==> src/inc/rce_defs.svh <==
`ifndef RCE_DEFS_SVH
`define RCE_DEFS_SVH

`define RCE_CLK_NS 100
`define RCE_CHIP_NS 100000
`define RCE_CHIP_CYC (`RCE_CHIP_NS / `RCE_CLK_NS)
`define RCE_SETTLE_CYC 8
`define RCE_SYNC_CHIPS 12
`define RCE_WORDS 3
`define RCE_ADDR_N 10
`define RCE_DATA_N 8
`define RCE_TRITS (`RCE_ADDR_N + `RCE_DATA_N)
`define RCE_LAG_MS 150
`define RCE_LAG_CYC (`RCE_LAG_MS * 1000000 / `RCE_CLK_NS)
`define RCE_FIFO_DEPTH 8

`endif

==> src/inc/rce_pkg.sv <==
package rce_pkg;

    typedef enum logic [1:0] {
        RCE_T_LOW = 2'h0,
        RCE_T_FLOAT = 2'h1,
        RCE_T_HIGH = 2'h3
    } rce_trit_t;

    typedef struct packed {
        logic last;
        rce_trit_t trit;
    } rce_sym_t;

    typedef enum logic [2:0] {
        RCE_ST_IDLE = 3'h0,
        RCE_ST_PROBE_HI = 3'h1,
        RCE_ST_PROBE_LO = 3'h2,
        RCE_ST_FEED = 3'h3,
        RCE_ST_DRAIN = 3'h4
    } rce_state_t;

endpackage : rce_pkg

==> src/design/rce_fifo.sv <==
module rce_fifo #(
    parameter int WIDTH = 3,
    parameter int DEPTH = 8
) (
    input wire logic clk,
    input wire logic rst_n,
    input wire logic in_valid,
    input wire logic [WIDTH-1:0] in_data,
    output logic in_ready,
    output logic out_valid,
    output logic [WIDTH-1:0] out_data,
    input wire logic out_ready
);
    localparam int AW = $clog2(DEPTH);

    logic [WIDTH-1:0] mem [DEPTH];
    logic [AW:0] wr_ff, rd_ff, nxt_wr, nxt_rd;
    logic full, empty, we, re;

    // Pointers carry one extra bit so that full and empty differ.
    assign empty = (wr_ff == rd_ff);
    assign full = (wr_ff[AW-1:0] == rd_ff[AW-1:0]) && (wr_ff[AW] != rd_ff[AW]);
    assign in_ready = !full;
    assign out_valid = !empty;
    assign out_data = mem[rd_ff[AW-1:0]];
    assign we = in_valid && !full;
    assign re = out_ready && !empty;

    always_comb begin
        nxt_wr = wr_ff + (AW+1)'(we);
        nxt_rd = rd_ff + (AW+1)'(re);
    end

    always_ff @(posedge clk or negedge rst_n) begin
        if (!rst_n) begin
            wr_ff <= '0;
            rd_ff <= '0;
        end else begin
            wr_ff <= nxt_wr;
            rd_ff <= nxt_rd;
        end
    end

    always_ff @(posedge clk) begin
        if (we) begin
            mem[wr_ff[AW-1:0]] <= in_data;
        end
    end
endmodule : rce_fifo

==> src/design/rce_encoder.sv <==
`include "rce_defs.svh"

module rce_encoder import rce_pkg::*; #(
    parameter int CHIP_CYC = `RCE_CHIP_CYC,
    parameter int SETTLE_CYC = `RCE_SETTLE_CYC,
    parameter int SYNC_CHIPS = `RCE_SYNC_CHIPS,
    parameter int LAG_CYC = `RCE_LAG_CYC
) (
    input wire logic clk,
    input wire logic resetn,
    input wire logic tx_go_line,
    input wire logic [`RCE_ADDR_N-1:0] addr_trit_inputs,
    input wire logic [`RCE_DATA_N-1:0] payload_inputs,
    output logic probe_pull_up_ff,
    output logic serial_out_ff,
    output logic busy_ff
);
    localparam int NT = `RCE_TRITS;

    function automatic rce_trit_t rce_decode(input logic hi, input logic lo);
        if (hi && lo) begin
            return RCE_T_HIGH;
        end else if (!hi && !lo) begin
            return RCE_T_LOW;
        end
        return RCE_T_FLOAT;
    endfunction : rce_decode

    logic rst_meta_ff, rst_n_ff;
    always_ff @(posedge clk or negedge resetn) begin
        if (!resetn) begin
            rst_meta_ff <= 1'b0;
            rst_n_ff <= 1'b0;
        end else begin
            rst_meta_ff <= 1'b1;
            rst_n_ff <= rst_meta_ff;
        end
    end

    // Pins and go share one three-stage chain; a level is accepted
    // only when stages two and three agree.
    logic [NT:0] s1_ff, s2_ff, s3_ff, pin_ff, nxt_pin;
    logic go_ff;
    logic [NT-1:0] pins;
    assign go_ff = pin_ff[NT];
    assign pins = pin_ff[NT-1:0];

    always_comb begin
        nxt_pin = (s2_ff & ~(s2_ff ^ s3_ff)) | (pin_ff & (s2_ff ^ s3_ff));
    end

    always_ff @(posedge clk or negedge rst_n_ff) begin
        if (!rst_n_ff) begin
            s1_ff <= '0;
            s2_ff <= '0;
            s3_ff <= '0;
            pin_ff <= '0;
        end else begin
            s1_ff <= {tx_go_line, payload_inputs, addr_trit_inputs};
            s2_ff <= s1_ff;
            s3_ff <= s2_ff;
            pin_ff <= nxt_pin;
        end
    end

    rce_state_t state_ff, nxt_state;
    logic [7:0] cnt_ff, nxt_cnt;
    logic [4:0] idx_ff, nxt_idx;
    logic [1:0] word_ff, nxt_word;
    logic [NT-1:0] hi_ff, lo_ff, nxt_hi, nxt_lo;
    logic nxt_probe, nxt_busy;
    logic push, push_rdy, pop, pop_valid, ser_busy_ff;
    rce_sym_t push_sym, pop_sym;

    always_comb begin
        nxt_state = state_ff;
        nxt_cnt = cnt_ff;
        nxt_idx = idx_ff;
        nxt_word = word_ff;
        nxt_hi = hi_ff;
        nxt_lo = lo_ff;
        nxt_probe = probe_pull_up_ff;
        push = 1'b0;
        push_sym.trit = rce_decode(hi_ff[idx_ff], lo_ff[idx_ff]);
        push_sym.last = (idx_ff == 5'(NT - 1));
        unique case (state_ff)
            RCE_ST_IDLE: begin
                nxt_probe = 1'b1;
                nxt_cnt = '0;
                if (go_ff) begin
                    nxt_state = RCE_ST_PROBE_HI;
                end
            end
            // Each pin is read once with a weak pull up and once with a
            // weak pull down; a pin that follows the pull is floating.
            RCE_ST_PROBE_HI: begin
                nxt_cnt = cnt_ff + 8'h01;
                if (cnt_ff == 8'(SETTLE_CYC - 1)) begin
                    nxt_hi = pins;
                    nxt_probe = 1'b0;
                    nxt_cnt = '0;
                    nxt_state = RCE_ST_PROBE_LO;
                end
            end
            RCE_ST_PROBE_LO: begin
                nxt_cnt = cnt_ff + 8'h01;
                if (cnt_ff == 8'(SETTLE_CYC - 1)) begin
                    nxt_lo = pins;
                    nxt_probe = 1'b1;
                    nxt_idx = '0;
                    nxt_word = '0;
                    nxt_state = RCE_ST_FEED;
                end
            end
            RCE_ST_FEED: begin
                push = 1'b1;
                if (push_rdy) begin
                    if (idx_ff == 5'(NT - 1)) begin
                        nxt_idx = '0;
                        if (word_ff == 2'(`RCE_WORDS - 1)) begin
                            nxt_state = RCE_ST_DRAIN;
                        end else begin
                            nxt_word = word_ff + 2'h1;
                        end
                    end else begin
                        nxt_idx = idx_ff + 5'h01;
                    end
                end
            end
            RCE_ST_DRAIN: begin
                nxt_cnt = '0;
                if (!pop_valid && !ser_busy_ff) begin
                    // Once a cycle has left IDLE, go is checked only here, so a drop mid-cycle still
                    // lets all three words go out.
                    if (go_ff) begin
                        nxt_state = RCE_ST_PROBE_HI;
                    end else begin
                        nxt_state = RCE_ST_IDLE;
                    end
                end
            end
            default: begin
                nxt_state = RCE_ST_IDLE;
            end
        endcase
        nxt_busy = (nxt_state != RCE_ST_IDLE);
    end

    always_ff @(posedge clk or negedge rst_n_ff) begin
        if (!rst_n_ff) begin
            state_ff <= RCE_ST_IDLE;
            cnt_ff <= '0;
            idx_ff <= '0;
            word_ff <= '0;
            hi_ff <= '0;
            lo_ff <= '0;
            probe_pull_up_ff <= 1'b1;
            busy_ff <= 1'b0;
        end else begin
            state_ff <= nxt_state;
            cnt_ff <= nxt_cnt;
            idx_ff <= nxt_idx;
            word_ff <= nxt_word;
            hi_ff <= nxt_hi;
            lo_ff <= nxt_lo;
            probe_pull_up_ff <= nxt_probe;
            busy_ff <= nxt_busy;
        end
    end

    rce_fifo #(
        .WIDTH($bits(rce_sym_t)),
        .DEPTH(`RCE_FIFO_DEPTH)
    ) u_fifo (
        .clk(clk),
        .rst_n(rst_n_ff),
        .in_valid(push),
        .in_data(push_sym),
        .in_ready(push_rdy),
        .out_valid(pop_valid),
        .out_data(pop_sym),
        .out_ready(!ser_busy_ff)
    );

    // Serializer: bit = three chips, high for one chip (0) or two (1).
    // Trit low = 00, high = 11, floating = 10; a low gap ends each word.
    rce_sym_t sym_ff, nxt_sym;
    logic bit_ff, gap_ff, nxt_bit, nxt_gap, nxt_sbusy, nxt_out;
    logic [1:0] chip_ff, nxt_chip;
    logic [15:0] tmr_ff, nxt_tmr;
    logic [7:0] gcnt_ff, nxt_gcnt;
    assign pop = pop_valid && !ser_busy_ff;

    always_comb begin
        nxt_sym = sym_ff;
        nxt_bit = bit_ff;
        nxt_gap = gap_ff;
        nxt_sbusy = ser_busy_ff;
        nxt_chip = chip_ff;
        nxt_tmr = tmr_ff;
        nxt_gcnt = gcnt_ff;
        nxt_out = ser_busy_ff && !gap_ff && ((chip_ff == 2'h0) ||
            ((chip_ff == 2'h1) && sym_ff.trit[bit_ff]));
        if (pop) begin
            nxt_sym = pop_sym;
            nxt_sbusy = 1'b1;
            nxt_bit = 1'b0;
            nxt_chip = '0;
            nxt_tmr = '0;
            nxt_gap = 1'b0;
        end else if (ser_busy_ff) begin
            nxt_tmr = tmr_ff + 16'h0001;
            if (tmr_ff == 16'(CHIP_CYC - 1)) begin
                nxt_tmr = '0;
                if (gap_ff) begin
                    nxt_gcnt = gcnt_ff + 8'h01;
                    if (gcnt_ff == 8'(SYNC_CHIPS - 1)) begin
                        nxt_sbusy = 1'b0;
                        nxt_gap = 1'b0;
                    end
                end else if (chip_ff == 2'h2) begin
                    nxt_chip = '0;
                    if (bit_ff) begin
                        nxt_gap = sym_ff.last;
                        nxt_gcnt = '0;
                        nxt_sbusy = sym_ff.last;
                    end else begin
                        nxt_bit = 1'b1;
                    end
                end else begin
                    nxt_chip = chip_ff + 2'h1;
                end
            end
        end
    end

    always_ff @(posedge clk or negedge rst_n_ff) begin
        if (!rst_n_ff) begin
            sym_ff <= '0;
            bit_ff <= 1'b0;
            gap_ff <= 1'b0;
            ser_busy_ff <= 1'b0;
            chip_ff <= '0;
            tmr_ff <= '0;
            gcnt_ff <= '0;
            serial_out_ff <= 1'b0;
        end else begin
            sym_ff <= nxt_sym;
            bit_ff <= nxt_bit;
            gap_ff <= nxt_gap;
            ser_busy_ff <= nxt_sbusy;
            chip_ff <= nxt_chip;
            tmr_ff <= nxt_tmr;
            gcnt_ff <= nxt_gcnt;
            serial_out_ff <= nxt_out;
        end
    end

    // Helper: cycles since the current sampling began.
    logic [31:0] lag_ff;
    always_ff @(posedge clk or negedge rst_n_ff) begin
        if (!rst_n_ff) begin
            lag_ff <= '0;
        end else if (state_ff == RCE_ST_IDLE || nxt_state == RCE_ST_PROBE_HI &&
                     state_ff != RCE_ST_PROBE_HI) begin
            lag_ff <= '0;
        end else begin
            lag_ff <= lag_ff + 32'h1;
        end
    end
endmodule : rce_encoder

==> config.mk <==
export PLATFORM = sky130hd
export DESIGN_NAME = rce_encoder
export DESIGN_NICKNAME = d
export VERILOG_FILES = /design/src/inc/rce_pkg.sv /design/src/design/rce_fifo.sv /design/src/design/rce_encoder.sv
export VERILOG_INCLUDE_DIRS = /design/src /design/src/inc
export SDC_FILE = /design/constraint.sdc
export NUM_CORES = 1
export LEC_CHECK = 0
export BUFFER_PORTS_ARGS = -buffer_cell sky130_fd_sc_hd__buf_2
export CORE_MARGIN = 10
export CORE_UTILIZATION = 40
export CTS_BUF_LIST = sky130_fd_sc_hd__clkbuf_8
export DETAILED_ROUTE_END_ITERATION = 10
export PLACE_DENSITY = 0.55
export SLEW_MARGIN = 20
export SYNTH_ARGS = -nofsm -noshare
export SYNTH_HDL_FRONTEND = slang
export SYNTH_SLANG_ARGS = --single-unit
==> constraint.sdc <==
create_clock -name clk -period 9.3 [get_ports clk]
set_input_delay 1.86 -clock clk [delete_from_list [all_inputs] [get_ports clk]]
set_output_delay 1.86 -clock clk [all_outputs]
set_load 0.02 [all_outputs]
# --- Word level (Yosys, flattened, before mapping) ---
# Memory sizes are Yosys's and may differ from the RTL's. A register that Yosys moved wholly into a read port is not among the register bits.
# Cells that the tools add are included.
# Widths: inputs -> output; s select.
totals:
  ff_bits: 172
  ram_bits: 24
  input_bits: 21
  out_inout_bits: 3
  wordCells: 164
  n_memories: 1
classes:
  add_sub_neg: 8
  magnitude_cmp: 2
  n_eq_ne: 20
  n_mux: 66
  bitwise: 6
  n_reduce_logical: 38
memory_table:
  columns: ["memory", "words", "width", "read_ports", "rd_clocked_by_memory_dff", "wr", "line_no", "source"]
  rows:
  - ["u_fifo.mem", 8, 3, 1, 1, 1, "rce_fifo.sv:16", "logic [WIDTH-1:0] mem [DEPTH];"]
ops:
  columns: ["cell", "count"]
  rows:
  - ["$mux 16", 3]
  - ["$and 19x19->19", 2]
  - ["$mux 8", 4]
  - ["$mux 1", 30]
  - ["$mux 2", 12]
  - ["$pmux 8 s3", 1]
  - ["$mux 3", 7]
  - ["$not 19->19", 1]
  - ["$or 19x19->19", 1]
  - ["$xor 19x19->19", 1]
  - ["$add 16x1->16 const B", 1]
  - ["$add 8x1->8 const B", 2]
  - ["$eq 16x10->1 const B", 1]
  - ["$mux 5", 3]
  - ["$pmux 3 s5", 1]
  - ["$reduce_bool 2->1", 6]
  - ["$bmux 1 s5", 2]
  - ["$pmux 5 s2", 1]
  - ["$reduce_and 5->1", 2]
  - ["$logic_and 1x1->1", 9]
  - ["$reduce_and 3->1", 3]
  - ["$reduce_bool 3->1", 3]
  - ["$add 4x1->4", 2]
  - ["$eq 8x3->1 const B", 1]
  - ["26 further kinds", 41]

# --- Logic depth before layout (Yosys ltp) ---
logic_depth:
  depth_word: 7
  ltp_mapped: 8
  ltp_nobuf: 7

# --- Cells and area by module ---
# A second synthesis with hierarchy kept.
unflattened:
  cells_unflattened: 593
  area_unflattened_um2: 8104.0
by_module_without_submodules:
  columns: ["mod", "instances", "cells_per_inst", "area_per_inst_um2", "seq_area_each_um2"]
  rows:
  - ["rce_encoder", 1, 517, 6727.7, 4180.3]
  - ["rce_fifo", 1, 76, 1376.3, 920.9]

# --- Worst setup path after synthesis ---
# Ideal clock, no wire load.
synth_timing:
  path_type: "reg-to-output"
  from: "register probe_pull_up_ff"
  to: "output probe_pull_up_ff"
  arrival_ns: 0.571
  required_ns: 7.440
  setup_slack_ns: 6.869
  stages_incl_launch_ff: 1
  path_buffers: 0
  cell_sequence: "dfstp_2"
synth_rtl:
  columns: ["item", "line_no", "source"]
  rows:
  - ["from (decl)", "rce_encoder.sv:14", "output logic probe_pull_up_ff,"]
  - ["from (signal assigned)", "rce_encoder.sv:166", "probe_pull_up_ff <= nxt_probe;"]
# No word-level cell between the ends.

# --- Final worst setup path ---
layout_timing:
  from: "register probe_pull_up_ff"
  to: "output probe_pull_up_ff"
# No word-level cell between the ends.

==> results.sh <==
export IMPL_cts_buffer_depth=2
export IMPL_slew_headroom=0.3532
export IMPL_fp_dieW_um=160.8
export IMPL_pwr_density_cell_nw_per_um2=262.1
export IMPL_yosysWarnings=0
export IMPL_ant_nets=0
export IMPL_start_kind="flip-flop"
export IMPL_numCtsBuffers=17
export IMPL_crit_type="flip-flop to output port"
export IMPL_ys_seq_elements=199
export IMPL_layoutNonFillerInstCount=891
export IMPL_crit_start="probe_pull_up_ff"
export IMPL_drt_pass1_iterations=4
export IMPL_worstReg2RegStart="tmr_ff[13]"
export IMPL_crit_slowest_cell="dfstp_2"
export IMPL_dr_total_vias=4563
export IMPL_port_buffers=23
export IMPL_slew_viol_final=0
export IMPL_clock_sinks=199
export IMPL_final_nets=644
export IMPL_nFillCells=1767
export IMPL_die_area_um2=25870
export IMPL_ys_top_cells_by_area="dfrtp_1 (55%), edfxtp_1 (9.1%), mux2_2 (5.4%)"
export IMPL_clkTransAtPathRegs_ns=0.11
export IMPL_cp_num_buf_inv=1
export IMPL_syn_area_per_cell_um2=13.45
export IMPL_rows=51
export IMPL_grt_first_pass_wirelength_um=23930
export IMPL_worstSetupEndpointType="output port"
export IMPL_hold_buffers=0
export IMPL_hpwl_um=9290
export IMPL_setup_viol=0
export IMPL_fp_dieH_um=160.8
export IMPL_ios=24
export IMPL_drc=0
export IMPL_rsz0062_at_grt="false"
export IMPL_cts_resized=0
export IMPL_irDropWorstVdd_mv=0.1384
export IMPL_period_share=0.3274
export IMPL_grt_use_total=0.1123
export IMPL_dominantRegCellSynth="dfrtp_1"
export IMPL_routed_via_density=5.121
export IMPL_yosysTopAreaCellShare=0.5487
export IMPL_drt_total_wl_um=13710
export IMPL_cts_tree="yes"
export IMPL_leakagePower_nw=3.625
export IMPL_dp_cells=859
export IMPL_required_ns=7.44
export IMPL_netlist_instances=590
export IMPL_seq_area_frac_synth=0.6429
export IMPL_root_buffer="clkbuf_8"
export IMPL_synth_largest_area_cell="dfrtp_1"
export IMPL_power_total_w=0.002290
export IMPL_insertion_delay_ns=0.48
export IMPL_finalSetupTns_ns=0
export IMPL_ys_top_cells_by_count="dfrtp_1 (174), mux2_2 (38), nor2_1 (38)"
export IMPL_synth_async_reset_ratio=0.8794
export IMPL_arrival_ns=1.19
export IMPL_drive_gt1_frac=0.1949
export IMPL_syn_cell_area_um2=7935
export IMPL_holdCritPathClass="flip-flop to async pin"
export IMPL_fin_area_um2=8736
export IMPL_coreArea_um2=19460
export IMPL_h_tree_depth=4
export IMPL_cp_top_family="flip-flops"
export IMPL_place_area_um2=8304
export IMPL_hold_violations=0
export IMPL_antennaDiodeCount=0
export IMPL_slowest_delay_ns=0.55
export IMPL_grt_ovfl_total=0
export IMPL_grt_pass1_vias=4720
export IMPL_fin_skew_ns=0.01292
export IMPL_antenna_found_initial=0
export IMPL_drtIter0Drc=333
export IMPL_worst_pin_slew_ns=0.9628
export IMPL_grt_start_max_net_pins=80
export IMPL_fin_crit_ns=3.045
export IMPL_cp_max_fo=3
export IMPL_ys_types=60
export IMPL_postCtsSetupBuffers=0
export IMPL_gp_congestion=0.7579
export IMPL_area_delta_synth_final_pct=10.09
export IMPL_wire_per_inst_um=15.38
export IMPL_initial_core_util=0.4077
export IMPL_worstPathCellList="buf_2"
export IMPL_synth_most_common_cell="dfrtp_1"
export IMPL_synth_nets=621
export IMPL_synth_edf_count=24
export IMPL_status="completed"
export IMPL_maxCapViolCount=0
export IMPL_max_freq_mhz=328.4
-- per-stage QoR --
stage	util	hold slack (ns)	setup slack, ns
floorplan	-	0.3312	4.064
global placement	0.4267	0.2124	6.759
detailed placement	0.4267	0.2142	6.656
CTS	0.4487	0.2332	6.210
global route	0.4489	0.2546	6.182
finish	0.4489	0.2208	6.255
-- worst paths after layout --
kind	end	cells past startpoint	slack [ns]
max in group asynchronous	hi_ff[15]	2	7.19
min in group clk	s2_ff[16]	0	0.36
max	probe_pull_up_ff	1	6.25
min reg2reg	tmr_ff[12]	0	0.22
min	tmr_ff[12]	0	0.22
max reg2reg	tmr_ff[11]	6	6.59
-- final cells by class --
type,instances,area [um2],area share
Sequential cell,199,5105,0.5844
Multi-Input combinational cell,358,2681,0.3069
Tap cell,265,331.6,0.03795
Clock buffer,18,247.7,0.02836
Clock inverter,14,180.2,0.02062
Timing Repair Buffer,28,156.4,0.01790
Inverter,9,33.78,0.003867
-- metal layers --
layer | part of all wire | track usage
met5 | 0 | 0
met4 | 0.015 | 0.04260
met3 | 0.030 | 0.03144
met2 | 0.48 | 0.1739
met1 | 0.47 | 0.1467
-- state kept, by name (all words and copies together), names as in the netlist, 4 cells and up, named ones only --
name / cells
cnt_ff: 8
lo_ff: 18
tmr_ff: 16
u_fifo.rd_ff: 4
gcnt_ff: 8
s3_ff: 19
u_fifo.wr_ff: 4
u_fifo.mem: 24
s1_ff: 19
hi_ff: 18
idx_ff: 5
s2_ff: 19
-- report_power, final --
group,internal [W],switching [W],leakage (nW)
clock,0.000261,0.000328,0.222
combinational,0.000241,0.000224,1.01
sequential,0.00108,0.000159,2.40
-- cells in the final DEF (no fill, tap or decap), types with 6 or more instances in the layout --
cell type / synthesis / final
a21oi_1: 21 / 21
buf_2: 9 / 23
a31oi_1: 8 / 8
o31ai_1: 10 / 10
nand2_1: 35 / 35
nor2_1: 38 / 38
mux2i_1: 14 / 14
mux4_2: 11 / 11
inv_8: 0 / 6
mux2_2: 38 / 38
o21ai_1: 11 / 11
nand3_1: 18 / 18
nor2b_1: 8 / 8
xor2_1: 6 / 6
dfrtp_1: 174 / 173
nand4_1: 6 / 6
inv_1: 9 / 9
edfxtp_1: 24 / 24
ha_1: 10 / 10
clkbuf_8: 2 / 18
xnor2_1: 8 / 8
o21ai_0: 23 / 23
maj3_1: 20 / 20
nor3_1: 9 / 9
-- cells by family (layout without fill, tap and decap cells) --
family	after synthesis	in the layout	share of synthesized area
buffers and inverters	33	69	0.02003
AND/OR/NAND/NOR	156	156	0.1033
adder cells (fa/ha/maj)	30	30	0.04100
XOR/XNOR	14	14	0.01545
flip-flops	199	199	0.6429
multiplexers	63	63	0.1028
AO/OA/AOI/OAI	94	94	0.07411
other	1	1	0.0004726
No activity file was read; power rests on OpenSTA's default activity.
